<file path="src/verilog/wakeup_timer_cfg.svh">
// Offsets, field positions, reset values and widths of the wake-up timer
`ifndef WAKEUP_TIMER_CFG_SVH
`define WAKEUP_TIMER_CFG_SVH
`define WT_OFS_CONTROL 8'h00
`define WT_OFS_RELOAD 8'h04
`define WT_OFS_COUNT 8'h08
`define WT_OFS_IRQ_ENABLE 8'h10
`define WT_OFS_FLAGS 8'h14
`define WT_OFS_FLAG_CLEAR 8'h1c
`define WT_ADDR_BITS 8
`define WT_EN_BIT 0
`define WT_MODE_LSB 1
`define WT_MODE_MSB 2
`define WT_PRS_LSB 4
`define WT_PRS_MSB 7
`define WT_SRC_LSB 8
`define WT_SRC_MSB 10
`define WT_UD_BIT 3
`define WT_CONTROL_RESET 11'h000
`define WT_RELOAD_RESET 16'hffff
`define WT_COUNT_RESET 16'h0000
`define WT_PRE_BITS 15
`define WT_SRC_COUNT 5
`endif

</file>
<file path="src/verilog/wakeup_timer_pkg.sv">
// Types shared by the wake-up timer design
package wakeup_timer_pkg;
   // Order gives the source-select codes 000 to 100
   typedef enum logic [2:0] {
      src_fast_osc,
      src_slow_osc,
      src_ext_a,
      src_ext_b,
      src_event
   } source_select_e;
   typedef logic [3:0] prescale_code_t;
   typedef logic [15:0] down_count_t;
endpackage

</file>
<file path="src/verilog/auto_wakeup_down_timer.sv">
// Auto-reload wake-up down timer with AHB-Lite register slave
`include "wakeup_timer_cfg.svh"
`timescale 1ns/1ps
module auto_wakeup_down_timer (
   input wire logic clock_in,
   input wire logic rst_n_in,
   input wire logic hsel_in,
   input wire logic [31:0] haddr_in,
   input wire logic [1:0] htrans_in,
   input wire logic hwrite_in,
   input wire logic [2:0] hsize_in,
   input wire logic hready_in,
   input wire logic [31:0] hwdata_in,
   output logic [31:0] hrdata_out,
   output logic hreadyout_out,
   output logic hresp_out,
   input wire logic fast_internal_osc_in,
   input wire logic slow_internal_osc_in,
   input wire logic ext_clock_in_a_in,
   input wire logic ext_clock_in_b_in,
   input wire logic event_input_pin_in,
   input wire logic deep_low_power_state_in,
   input wire logic debug_state_in,
   input wire logic debug_freeze_control_in,
   output logic irq_out,
   output logic wakeup_out,
   output wakeup_timer_pkg::down_count_t down_count_out
);
   import wakeup_timer_pkg::*;

   // Bus capture of the address phase
   logic wr_pending;
   logic [`WT_ADDR_BITS-1:0] addr_q;
   logic next_wr_pending;
   logic [`WT_ADDR_BITS-1:0] next_addr_q;
   logic addr_take;

   // Software visible state
   logic [10:0] timer_control;
   down_count_t reload_value;
   logic irq_enable;
   logic underflow_flag;
   logic [31:0] read_data;
   logic [10:0] next_timer_control;
   down_count_t next_reload_value;
   logic next_irq_enable;
   logic next_underflow_flag;
   logic [31:0] next_read_data;

   // Counting state
   down_count_t down_count;
   logic [`WT_PRE_BITS-1:0] pre_count;
   down_count_t next_down_count;
   logic [`WT_PRE_BITS-1:0] next_pre_count;

   // Source synchronizers
   logic [`WT_SRC_COUNT-1:0] src_raw;
   logic [`WT_SRC_COUNT-1:0] sync_a;
   logic [`WT_SRC_COUNT-1:0] sync_b;
   logic [`WT_SRC_COUNT-1:0] sync_c;
   logic [`WT_SRC_COUNT-1:0] src_rise;

   // Decoded helpers
   logic timer_enable;
   source_select_e source_select;
   prescale_code_t prescale_code;
   logic [`WT_PRE_BITS-1:0] pre_mask;
   logic src_tick;
   logic divided_count_clock;
   logic count_allowed;
   logic debug_hold;
   logic sleep_hold;
   logic enable_rise;
   logic underflow_event;
   logic wr_control;
   logic wr_reload;
   logic wr_irq_enable;
   logic wr_flag_clear;

   assign src_raw = {event_input_pin_in, ext_clock_in_b_in, ext_clock_in_a_in,
                     slow_internal_osc_in, fast_internal_osc_in};

   // Each source level must last a full clock or its edge is lost
   // First stage feeds only the second; edges come from stages two and three
   genvar gi;
   generate
      for (gi = 0; gi < `WT_SRC_COUNT; gi++) begin : g_sync
         always_ff @(posedge clock_in or negedge rst_n_in) begin
            if (!rst_n_in) begin
               sync_a[gi] <= 1'b0;
               sync_b[gi] <= 1'b0;
               sync_c[gi] <= 1'b0;
            end else begin
               sync_a[gi] <= src_raw[gi];
               sync_b[gi] <= sync_a[gi];
               sync_c[gi] <= sync_b[gi];
            end
         end
         assign src_rise[gi] = sync_b[gi] & ~sync_c[gi];
      end
   endgenerate

   assign timer_enable = timer_control[`WT_EN_BIT];
   assign source_select = source_select_e'(timer_control[`WT_SRC_MSB:`WT_SRC_LSB]);
   assign prescale_code = timer_control[`WT_PRS_MSB:`WT_PRS_LSB];

   // Codes above 100 select nothing, so the counter sees no ticks
   always_comb begin
      src_tick = 1'b0;
      unique case (source_select)
         src_fast_osc: src_tick = src_rise[0];
         src_slow_osc: src_tick = src_rise[1];
         src_ext_a: src_tick = src_rise[2];
         src_ext_b: src_tick = src_rise[3];
         src_event: src_tick = src_rise[4];
         default: src_tick = 1'b0;
      endcase
   end

   // Reserved code zero is treated as divide by two
   always_comb begin
      if (prescale_code == 4'h0) begin
         pre_mask = `WT_PRE_BITS'(1);
      end else begin
         pre_mask = `WT_PRE_BITS'((16'h0001 << prescale_code) - 16'h0001);
      end
   end

   // Debug freeze is a plain input; no register holds it
   assign debug_hold = debug_state_in & debug_freeze_control_in;
   // Only the slow oscillator keeps running in deep sleep
   assign sleep_hold = deep_low_power_state_in && source_select != src_slow_osc;
   // Held count keeps its value, so counting resumes where it stopped
   assign count_allowed = timer_enable & ~debug_hold & ~sleep_hold;

   assign divided_count_clock = count_allowed & src_tick
      & ((pre_count & pre_mask) == pre_mask);
   assign underflow_event = divided_count_clock && down_count == 16'h0000;

   // Bus address phase
   assign addr_take = hsel_in & htrans_in[1] & hready_in;
   // Zero wait states; every transfer answers OKAY
   assign hreadyout_out = 1'b1;
   assign hresp_out = 1'b0;

   always_comb begin
      next_wr_pending = addr_take & hwrite_in;
      next_addr_q = addr_q;
      if (addr_take) begin
         next_addr_q = haddr_in[`WT_ADDR_BITS-1:0];
      end
   end

   always_ff @(posedge clock_in or negedge rst_n_in) begin
      if (!rst_n_in) begin
         wr_pending <= 1'b0;
         addr_q <= '0;
      end else begin
         wr_pending <= next_wr_pending;
         addr_q <= next_addr_q;
      end
   end

   // Data-phase write strobes; unmapped offsets give none
   always_comb begin
      wr_control = 1'b0;
      wr_reload = 1'b0;
      wr_irq_enable = 1'b0;
      wr_flag_clear = 1'b0;
      enable_rise = 1'b0;
      if (wr_pending) begin
         unique case (addr_q)
            `WT_OFS_CONTROL: begin
               wr_control = 1'b1;
               // Only a 0 to 1 change reloads; rewriting enable keeps the count
               enable_rise = hwdata_in[`WT_EN_BIT] & ~timer_enable;
            end
            `WT_OFS_RELOAD: wr_reload = 1'b1;
            `WT_OFS_IRQ_ENABLE: wr_irq_enable = 1'b1;
            `WT_OFS_FLAG_CLEAR: wr_flag_clear = 1'b1;
            default: wr_control = 1'b0;
         endcase
      end
   end

   // Register file; read data is fetched in the address phase
   always_comb begin
      next_timer_control = timer_control;
      next_reload_value = reload_value;
      next_irq_enable = irq_enable;
      next_underflow_flag = underflow_flag;
      next_read_data = read_data;
      if (wr_control) begin
         next_timer_control = hwdata_in[10:0];
         // Reserved bit 3 is never stored, so it reads zero
         next_timer_control[3] = 1'b0;
      end
      if (wr_reload) begin
         next_reload_value = hwdata_in[15:0];
      end
      if (wr_irq_enable) begin
         next_irq_enable = hwdata_in[`WT_UD_BIT];
      end
      if (wr_flag_clear && !hwdata_in[`WT_UD_BIT]) begin
         next_underflow_flag = 1'b0;
      end
      // A new underflow beats a clear in the same cycle
      if (underflow_event) begin
         next_underflow_flag = 1'b1;
      end
      if (addr_take && !hwrite_in) begin
         next_read_data = 32'h0000_0000;
         unique case (haddr_in[`WT_ADDR_BITS-1:0])
            `WT_OFS_CONTROL: next_read_data[10:0] = next_timer_control;
            `WT_OFS_RELOAD: next_read_data[15:0] = next_reload_value;
            `WT_OFS_COUNT: next_read_data[15:0] = next_down_count;
            `WT_OFS_IRQ_ENABLE: next_read_data[`WT_UD_BIT] = next_irq_enable;
            `WT_OFS_FLAGS: next_read_data[`WT_UD_BIT] = next_underflow_flag;
            default: next_read_data = 32'h0000_0000;
         endcase
      end
   end

   always_ff @(posedge clock_in or negedge rst_n_in) begin
      if (!rst_n_in) begin
         timer_control <= `WT_CONTROL_RESET;
         reload_value <= `WT_RELOAD_RESET;
         irq_enable <= 1'b0;
         underflow_flag <= 1'b0;
         read_data <= 32'h0000_0000;
      end else begin
         timer_control <= next_timer_control;
         reload_value <= next_reload_value;
         irq_enable <= next_irq_enable;
         underflow_flag <= next_underflow_flag;
         read_data <= next_read_data;
      end
   end

   // Counter and prescaler
   always_comb begin
      next_down_count = down_count;
      next_pre_count = pre_count;
      // Enable load wins over a tick in the same cycle
      if (enable_rise) begin
         next_down_count = reload_value;
         next_pre_count = '0;
      end else if (count_allowed) begin
         if (src_tick) begin
            next_pre_count = pre_count + `WT_PRE_BITS'(1);
         end
         // Current reload value is used, so a late write waits one period
         if (underflow_event) begin
            next_down_count = reload_value;
         end else if (divided_count_clock) begin
            next_down_count = down_count - 16'h0001;
         end
      end else if (!timer_enable) begin
         // Phase restarts cleanly at the next enable
         next_pre_count = '0;
      end
   end

   always_ff @(posedge clock_in or negedge rst_n_in) begin
      if (!rst_n_in) begin
         down_count <= `WT_COUNT_RESET;
         pre_count <= '0;
      end else begin
         down_count <= next_down_count;
         pre_count <= next_pre_count;
      end
   end

   assign hrdata_out = read_data;
   assign down_count_out = down_count;
   assign irq_out = underflow_flag & irq_enable;
   // Wake request is the interrupt qualified by deep sleep
   assign wakeup_out = underflow_flag & irq_enable & deep_low_power_state_in;

endmodule // auto_wakeup_down_timer

</file>
<file path="config.mk">
export PLATFORM = sky130hd
export DESIGN_NAME = auto_wakeup_down_timer
export DESIGN_NICKNAME = d
export VERILOG_FILES = /design/src/verilog/wakeup_timer_pkg.sv /design/src/verilog/auto_wakeup_down_timer.sv
export VERILOG_INCLUDE_DIRS = /design/src /design/src/verilog
export SDC_FILE = /design/constraint.sdc
export NUM_CORES = 1
export LEC_CHECK = 0
export ABC_AREA = 1
export BUFFER_PORTS_ARGS = -buffer_cell sky130_fd_sc_hd__buf_2
export CAP_MARGIN = 5
export CORE_ASPECT_RATIO = 0.75
export CORE_UTILIZATION = 33
export CTS_CLUSTER_SIZE = 8
export DETAILED_ROUTE_END_ITERATION = 16
export PLACE_DENSITY = 0.54
export SLEW_MARGIN = 20
export SYNTH_ARGS = -nofsm -noshare
export SYNTH_HDL_FRONTEND = slang
export SYNTH_SLANG_ARGS = --single-unit
</file>
<file path="constraint.sdc">
create_clock -name clock_in -period 4.9 [get_ports clock_in]
set_input_delay 0.49 -clock clock_in [delete_from_list [all_inputs] [get_ports clock_in]]
set_output_delay 0.49 -clock clock_in [all_outputs]
set_load 0.01 [all_outputs]
</file>
# Word level (Yosys, flattened, before mapping)
# Index checks and enable logic that the tools add are counted.
[totals] word_cells=109 in_bits=82 output_inout_bits=52 reg_bits=100
[op_classes] muxes=29 bitwise=25 eq_ne=15 addsub=3 n_shift=1 n_reduce_logical=12
[op_table] op="16-bit two-way mux" count=5
[op_table] op="15-bit two-way mux" count=5
[op_table] op="8-bit by 5-bit equality test with 1-bit output (second input constant)" count=4
[op_table] op="7-bit case mux with 3 select lines" count=1
[op_table] op="1-bit bitwise AND" count=16
[op_table] op="8-bit by 3-bit equality test with 1-bit output (second input constant)" count=2
[op_table] op="16-bit zero test" count=1
[op_table] op="8-bit zero test" count=2
[op_table] op="16-bit by 1-bit subtractor with 16-bit output (second input constant)" count=1
[op_table] op="15-bit by 1-bit adder with 15-bit output (second input constant)" count=1
[op_table] op="15-bit bitwise AND" count=1
[op_table] op="15-bit equality test" count=1
[op_table] op="1-bit by 4-bit << shifter with 15-bit output (first input constant)" count=1
[op_table] op="15-bit by 1-bit subtractor with 15-bit output (second input constant)" count=1
[op_table] op="1-bit two-way mux" count=13
[op_table] op="11-bit two-way mux" count=1
[op_table] op="1-bit case mux with 5 select lines" count=2
[op_table] op="5-bit case mux with 2 select lines" count=1
[op_table] op="3-bit case mux with 3 select lines" count=1
[op_table] op="8-bit by 4-bit equality test with 1-bit output (second input constant)" count=1
[op_table] op="1-bit inverter" count=8
[op_table] op="3-bit by 2-bit equality test with 1-bit output (second input constant)" count=2
[op_table] op="3-bit by 1-bit != test with 1-bit output (second input constant)" count=2
[op_table] op="1-bit logical AND" count=4
[op_table] op="7 further kinds" count=8

# Depth between registers and ports, before layout
[logic_depth] ltp_word=11 depth_mapped=22 mapped_depth_nobuf=21

# Worst setup path after synthesis
# OpenSTA, ideal clock, no wires.
[synth_path] path_kind="register to register" start="reg timer_control[6]" end="reg read_data[7] (netlist: hrdata_out[7])" stages_incl_launch_ff=22 path_buffers=2 t_arrival_ns=2.170 t_required_ns=4.783 setup_slack_ns=2.614 setup_time_ns=0.117 period_less_slack_ns=2.286 path_cell_list="dfrtp_1 > buf_6 > nor3_1 > nand2_1 > ha_1 > inv_1 > a21oi_2 > nand3_1 > nand2_1 > nand3_1 > nand3_1 > nand2_4 > nand3_4 > inv_4 > buf_12 > nand2_1 > nand2_1 > nand2_1 > nand3_1 > nand2_1 > nand2_1 > nand2_1"
[synth_via] elab_chain_len=11 word_cells_on_any_way=13 classes_between="1 x add/sub; 1 x eq/ne; 1 x shift; 6 x mux; 2 x bitwise; 2 x reduce/logical"
[synth_lines] item="start, declared" line_no="auto_wakeup_down_timer.sv:39" source="logic [10:0] timer_control;"
[synth_lines] item="start signal, assigned" line_no="auto_wakeup_down_timer.sv:226" source="timer_control <= `WT_CONTROL_RESET;"
[synth_lines] item="start signal, assigned" line_no="auto_wakeup_down_timer.sv:232" source="timer_control <= next_timer_control;"
[synth_lines] item="1-bit by 4-bit << shifter with 15-bit output" line_no="auto_wakeup_down_timer.sv:125" source="pre_mask = `WT_PRE_BITS'((16'h0001 << prescale_code) - 16'h0001);"
[synth_lines] item="15-bit by 1-bit subtractor with 15-bit output" line_no="auto_wakeup_down_timer.sv:125"
[synth_lines] item="15-bit two-way mux (*)" line_no="auto_wakeup_down_timer.sv:122" source="if (prescale_code == 4'h0) begin"
[synth_lines] item="15-bit bitwise AND" line_no="auto_wakeup_down_timer.sv:137" source="& ((pre_count & pre_mask) == pre_mask);"
[synth_lines] item="15-bit equality test (*)" line_no="auto_wakeup_down_timer.sv:137"
[synth_lines] item="1-bit bitwise AND (*)" line_no="auto_wakeup_down_timer.sv:137"
[synth_lines] item="16-bit two-way mux or 1-bit logical AND (tied branches)" line_no="auto_wakeup_down_timer.sv:255, auto_wakeup_down_timer.sv:138"
[synth_lines] item="16-bit two-way mux (*)" line_no="auto_wakeup_down_timer.sv:253" source="if (underflow_event) begin"
[synth_lines] item="16-bit two-way mux (*)" line_no="auto_wakeup_down_timer.sv:248" source="end else if (count_allowed) begin"
[synth_lines] item="16-bit two-way mux (*)" line_no="auto_wakeup_down_timer.sv:245" source="if (enable_rise) begin"
[synth_lines] item="7-bit case mux with 3 select lines (*)" line_no="auto_wakeup_down_timer.sv:213" source="unique case (haddr_in[`WT_ADDR_BITS-1:0])"
[synth_lines] item="end signal, assigned" line_no="auto_wakeup_down_timer.sv:236" source="read_data <= next_read_data;"
[synth_lines] item="end, declared" line_no="auto_wakeup_down_timer.sv:43" source="logic [31:0] read_data;"
# Every way passes the cells marked *; elsewhere a longest branch is shown, timed or not.
# A chain may end at the register's enable or synchronous reset.

# Worst setup path after layout
[layout_path] start="reg timer_control[6]" end="reg read_data[5] (netlist: hrdata_out[5])"
# Same word-level chain as after synthesis.

==> results.sh <==
export IMPL_synthesis_area_um2=5780
export IMPL_synth_compound_area_share_pct=11.3
export IMPL_overflow=0
export IMPL_grt_usage_pct=17.8
export IMPL_syn_to_final_growth_pct=13.4
export IMPL_synth_ff_latch_count=100
export IMPL_drt_wl_total_um=14900
export IMPL_synth_top_area_cell="dfrtp_1"
export IMPL_port_buffers=71
export IMPL_post_route_drc_count=0
export IMPL_grt_pass1_wl_um=24400
export IMPL_syn_inst=757
export IMPL_critPathLaunchType="flop"
export IMPL_dp_hpwl_um=10900
export IMPL_status="finished, final reports clean"
export IMPL_max_slew_margin_pct=32.7
export IMPL_clock_root_buffer="clkbuf_16"
export IMPL_path_class="flop to flop"
export IMPL_endpoint_kind="flop"
export IMPL_synth_adder_area_share_pct=0.649
export IMPL_cts_htree_levels=3
export IMPL_cts_max_path_buffers=2
export IMPL_powerDensity_nw_per_um2=295
export IMPL_slew_viol_final=0
export IMPL_cp_max_fo=14
export IMPL_synth_xor_area_share_pct=2.42
export IMPL_worst_clock_skew_ns=0.0111
export IMPL_synth_top_family_by_area="simple AND/OR/NAND/NOR gates"
export IMPL_start_util_pct=34.1
export IMPL_rows=41
export IMPL_setup_viol=0
export IMPL_ios=134
export IMPL_ant_nets=0
export IMPL_synth_most_common_cell="nand2_1"
export IMPL_numCtsBuffers=9
export IMPL_dieArea_um2=18100
export IMPL_post_cts_buffers=0
export IMPL_synthTopCellsByCount="nand2_1 (206), inv_1 (100), dfrtp_1 (84)"
export IMPL_synth_edf_count=0
export IMPL_fin_crit_ns=3.04
export IMPL_ys_warn_count=0
export IMPL_diodes=0
export IMPL_wl_met3_um=785
export IMPL_hold_class="input port to asynchronous set/reset pin"
export IMPL_rsz0062_at_grt="false"
export IMPL_antenna_found_initial=0
export IMPL_synth_cell_type_count=46
export IMPL_finalInstanceArea_um2=6560
export IMPL_wl_per_cell_um=14.0
export IMPL_max_clock_freq_ghz=0.329
export IMPL_cp_arrival_ns=3.29
export IMPL_ctsResizeCount=0
export IMPL_dr_max_layer_used="met4"
export IMPL_wl_met1_um=8170
export IMPL_synthFlopType="dfrtp_1"
export IMPL_grt_max_degree=67
export IMPL_hold_viol_final=0
export IMPL_die_w_um=155
export IMPL_clkSinkCount=100
export IMPL_worstMarginPinSlew_ns=1.01
export IMPL_synth_simple_area_share_pct=29.5
export IMPL_async_reset_ff_share_pct=100
export IMPL_cts_hold_fix_buffers=0
export IMPL_fp_dieH_um=117
export IMPL_gp_congestion=0.871
export IMPL_insertion_delay_ns=0.37
export IMPL_drtIter0Drc=312
export IMPL_coreArea_um2=17000
export IMPL_placed_area_um2=6270
export IMPL_first_global_vias=4583
export IMPL_max_cap_violations=0
export IMPL_r2r_start="timer_control[6]"
export IMPL_ys_top_cells_by_area="dfrtp_1 (36%), nand2_1 (13%), dfstp_2 (7.3%)"
export IMPL_fin_tns_setup_ns=0
export IMPL_nNetsFinal=907
export IMPL_ys_seq_area_share_pct=43.6
export IMPL_syn_area_per_cell_um2=7.64
export IMPL_place_inst=1047
export IMPL_yosys_area_top_type_share_pct=36.3
export IMPL_fin_crit_sh_pct=62.1
export IMPL_synthMuxAreaShare_pct=0.779
export IMPL_reg2reg_slack_ns=1.86
export IMPL_viasPerCell=4.56
export IMPL_cp_startpoint="timer_control[6]"
export IMPL_leakage_nw=3.38
export IMPL_met2_length_um=5650
export IMPL_worstPathRequired_ns=5.15
export IMPL_layout_cells_non_filler=1063
export IMPL_drive_gt1_share_pct=18.4
export IMPL_peakVddDrop_v=0.000164
export IMPL_path_clk_slew_ns=0.07
export IMPL_drt_first_pass_iters=5
export IMPL_cts_tree="built"
export IMPL_num_vias=4848
-- per-stage QoR --
step | power (mW) | utilization (%) | setup WS (ns) | hold WS (ns)
after floorplan | 1.15 | - | 2.61 | 0.194
after detailed placement | 1.24 | 36.9 | 1.87 | 0.337
after global routing | 2.04 | 38.6 | 1.55 | 0.219
after CTS | 1.96 | 38.6 | 1.84 | 0.212
after global placement | 1.24 | 36.9 | 1.86 | 0.334
final | 1.93 | 38.6 | 1.86 | 0.217
-- final timing paths --
check	end	cells after the start
worst max-delay path	hrdata_out[5]	18
worst min-delay path	down_count_out[12]	1
worst max register to register	hrdata_out[5]	18
worst min register to register	sync_b[2]	0
max in group asynchronous	reload_value[9]	2
min in group clock_in	sync_a[0]	1
-- routing by layer --
metal | up-vias | GRT usage (%)
met5 | - | 0
met4 | 0 | 6.47
met3 | 19 | 3.38
met2 | 141 | 24.4
met1 | 2177 | 27.2
li1 | 2511 | -
-- cells in the final DEF (no fill, tap or decap), drive strengths merged, types with 11 or more instances in the layout --
cell     n
nor2    84
nand2  218
buf     77
dfrtp   84
conb    18
xor2    15
o21ai   24
nor3    16
nand3   46
dfstp   16
inv    111
a22o    11
a21oi   49
-- layout make-up --
cell class / instances / area [um2]
multi-input combinational: 528 / 2650
clock buffer: 9 / 225
clock inverter: 7 / 62.6
sequential: 100 / 2520
inverter: 106 / 400
tap: 236 / 295
fill: 1803 / 10400
timing repair buffer: 77 / 403
-- critical path, cell delays in order (launching register included) --
cell and delay, ns:
dfrtp_1 0.64, nor2_8 0.09, nand2_1 0.14, ha_1 0.21, inv_1 0.08, a21oi_2 0.17, nand4_1 0.11, nand3_1 0.09
nand3_1 0.11, nand2_4 0.16, nand3_4 0.25, inv_4 0.28, nand2_2 0.07, nand2_2 0.07, nand2_1 0.04, nand3b_1 0.09
nand2_1 0.13, nand2_1 0.11, nand2_1 0.05
-- state kept, by name, indices dropped and copies added, names as in the netlist --
signal and cells:
sync_c 5, underflow_flag 1, reload_value 16, timer_control 11
down_count_out 16, wr_pending 1, pre_count 15, irq_enable 1
sync_a 5, hrdata_out 16, sync_b 5, addr_q 8
-- where the power goes --
| group | total, mW | switching [mW] | internal, mW |
|---|---|---|---|
| clock network | 0.712 | 0.355 | 0.358 |
| logic | 0.265 | 0.177 | 0.0884 |
| registers | 0.957 | 0.0625 | 0.895 |
-- cells by family after synthesis --
logic type,after synthesis
adders and majority gates,3
muxes,4
and+or+nand+nor,384
DFF,100
other,2
buffers and inverters,145
AOI/OAI and AO/OA,103
xor gates and xnor gates,16
(Power assumes the default switching activity.)
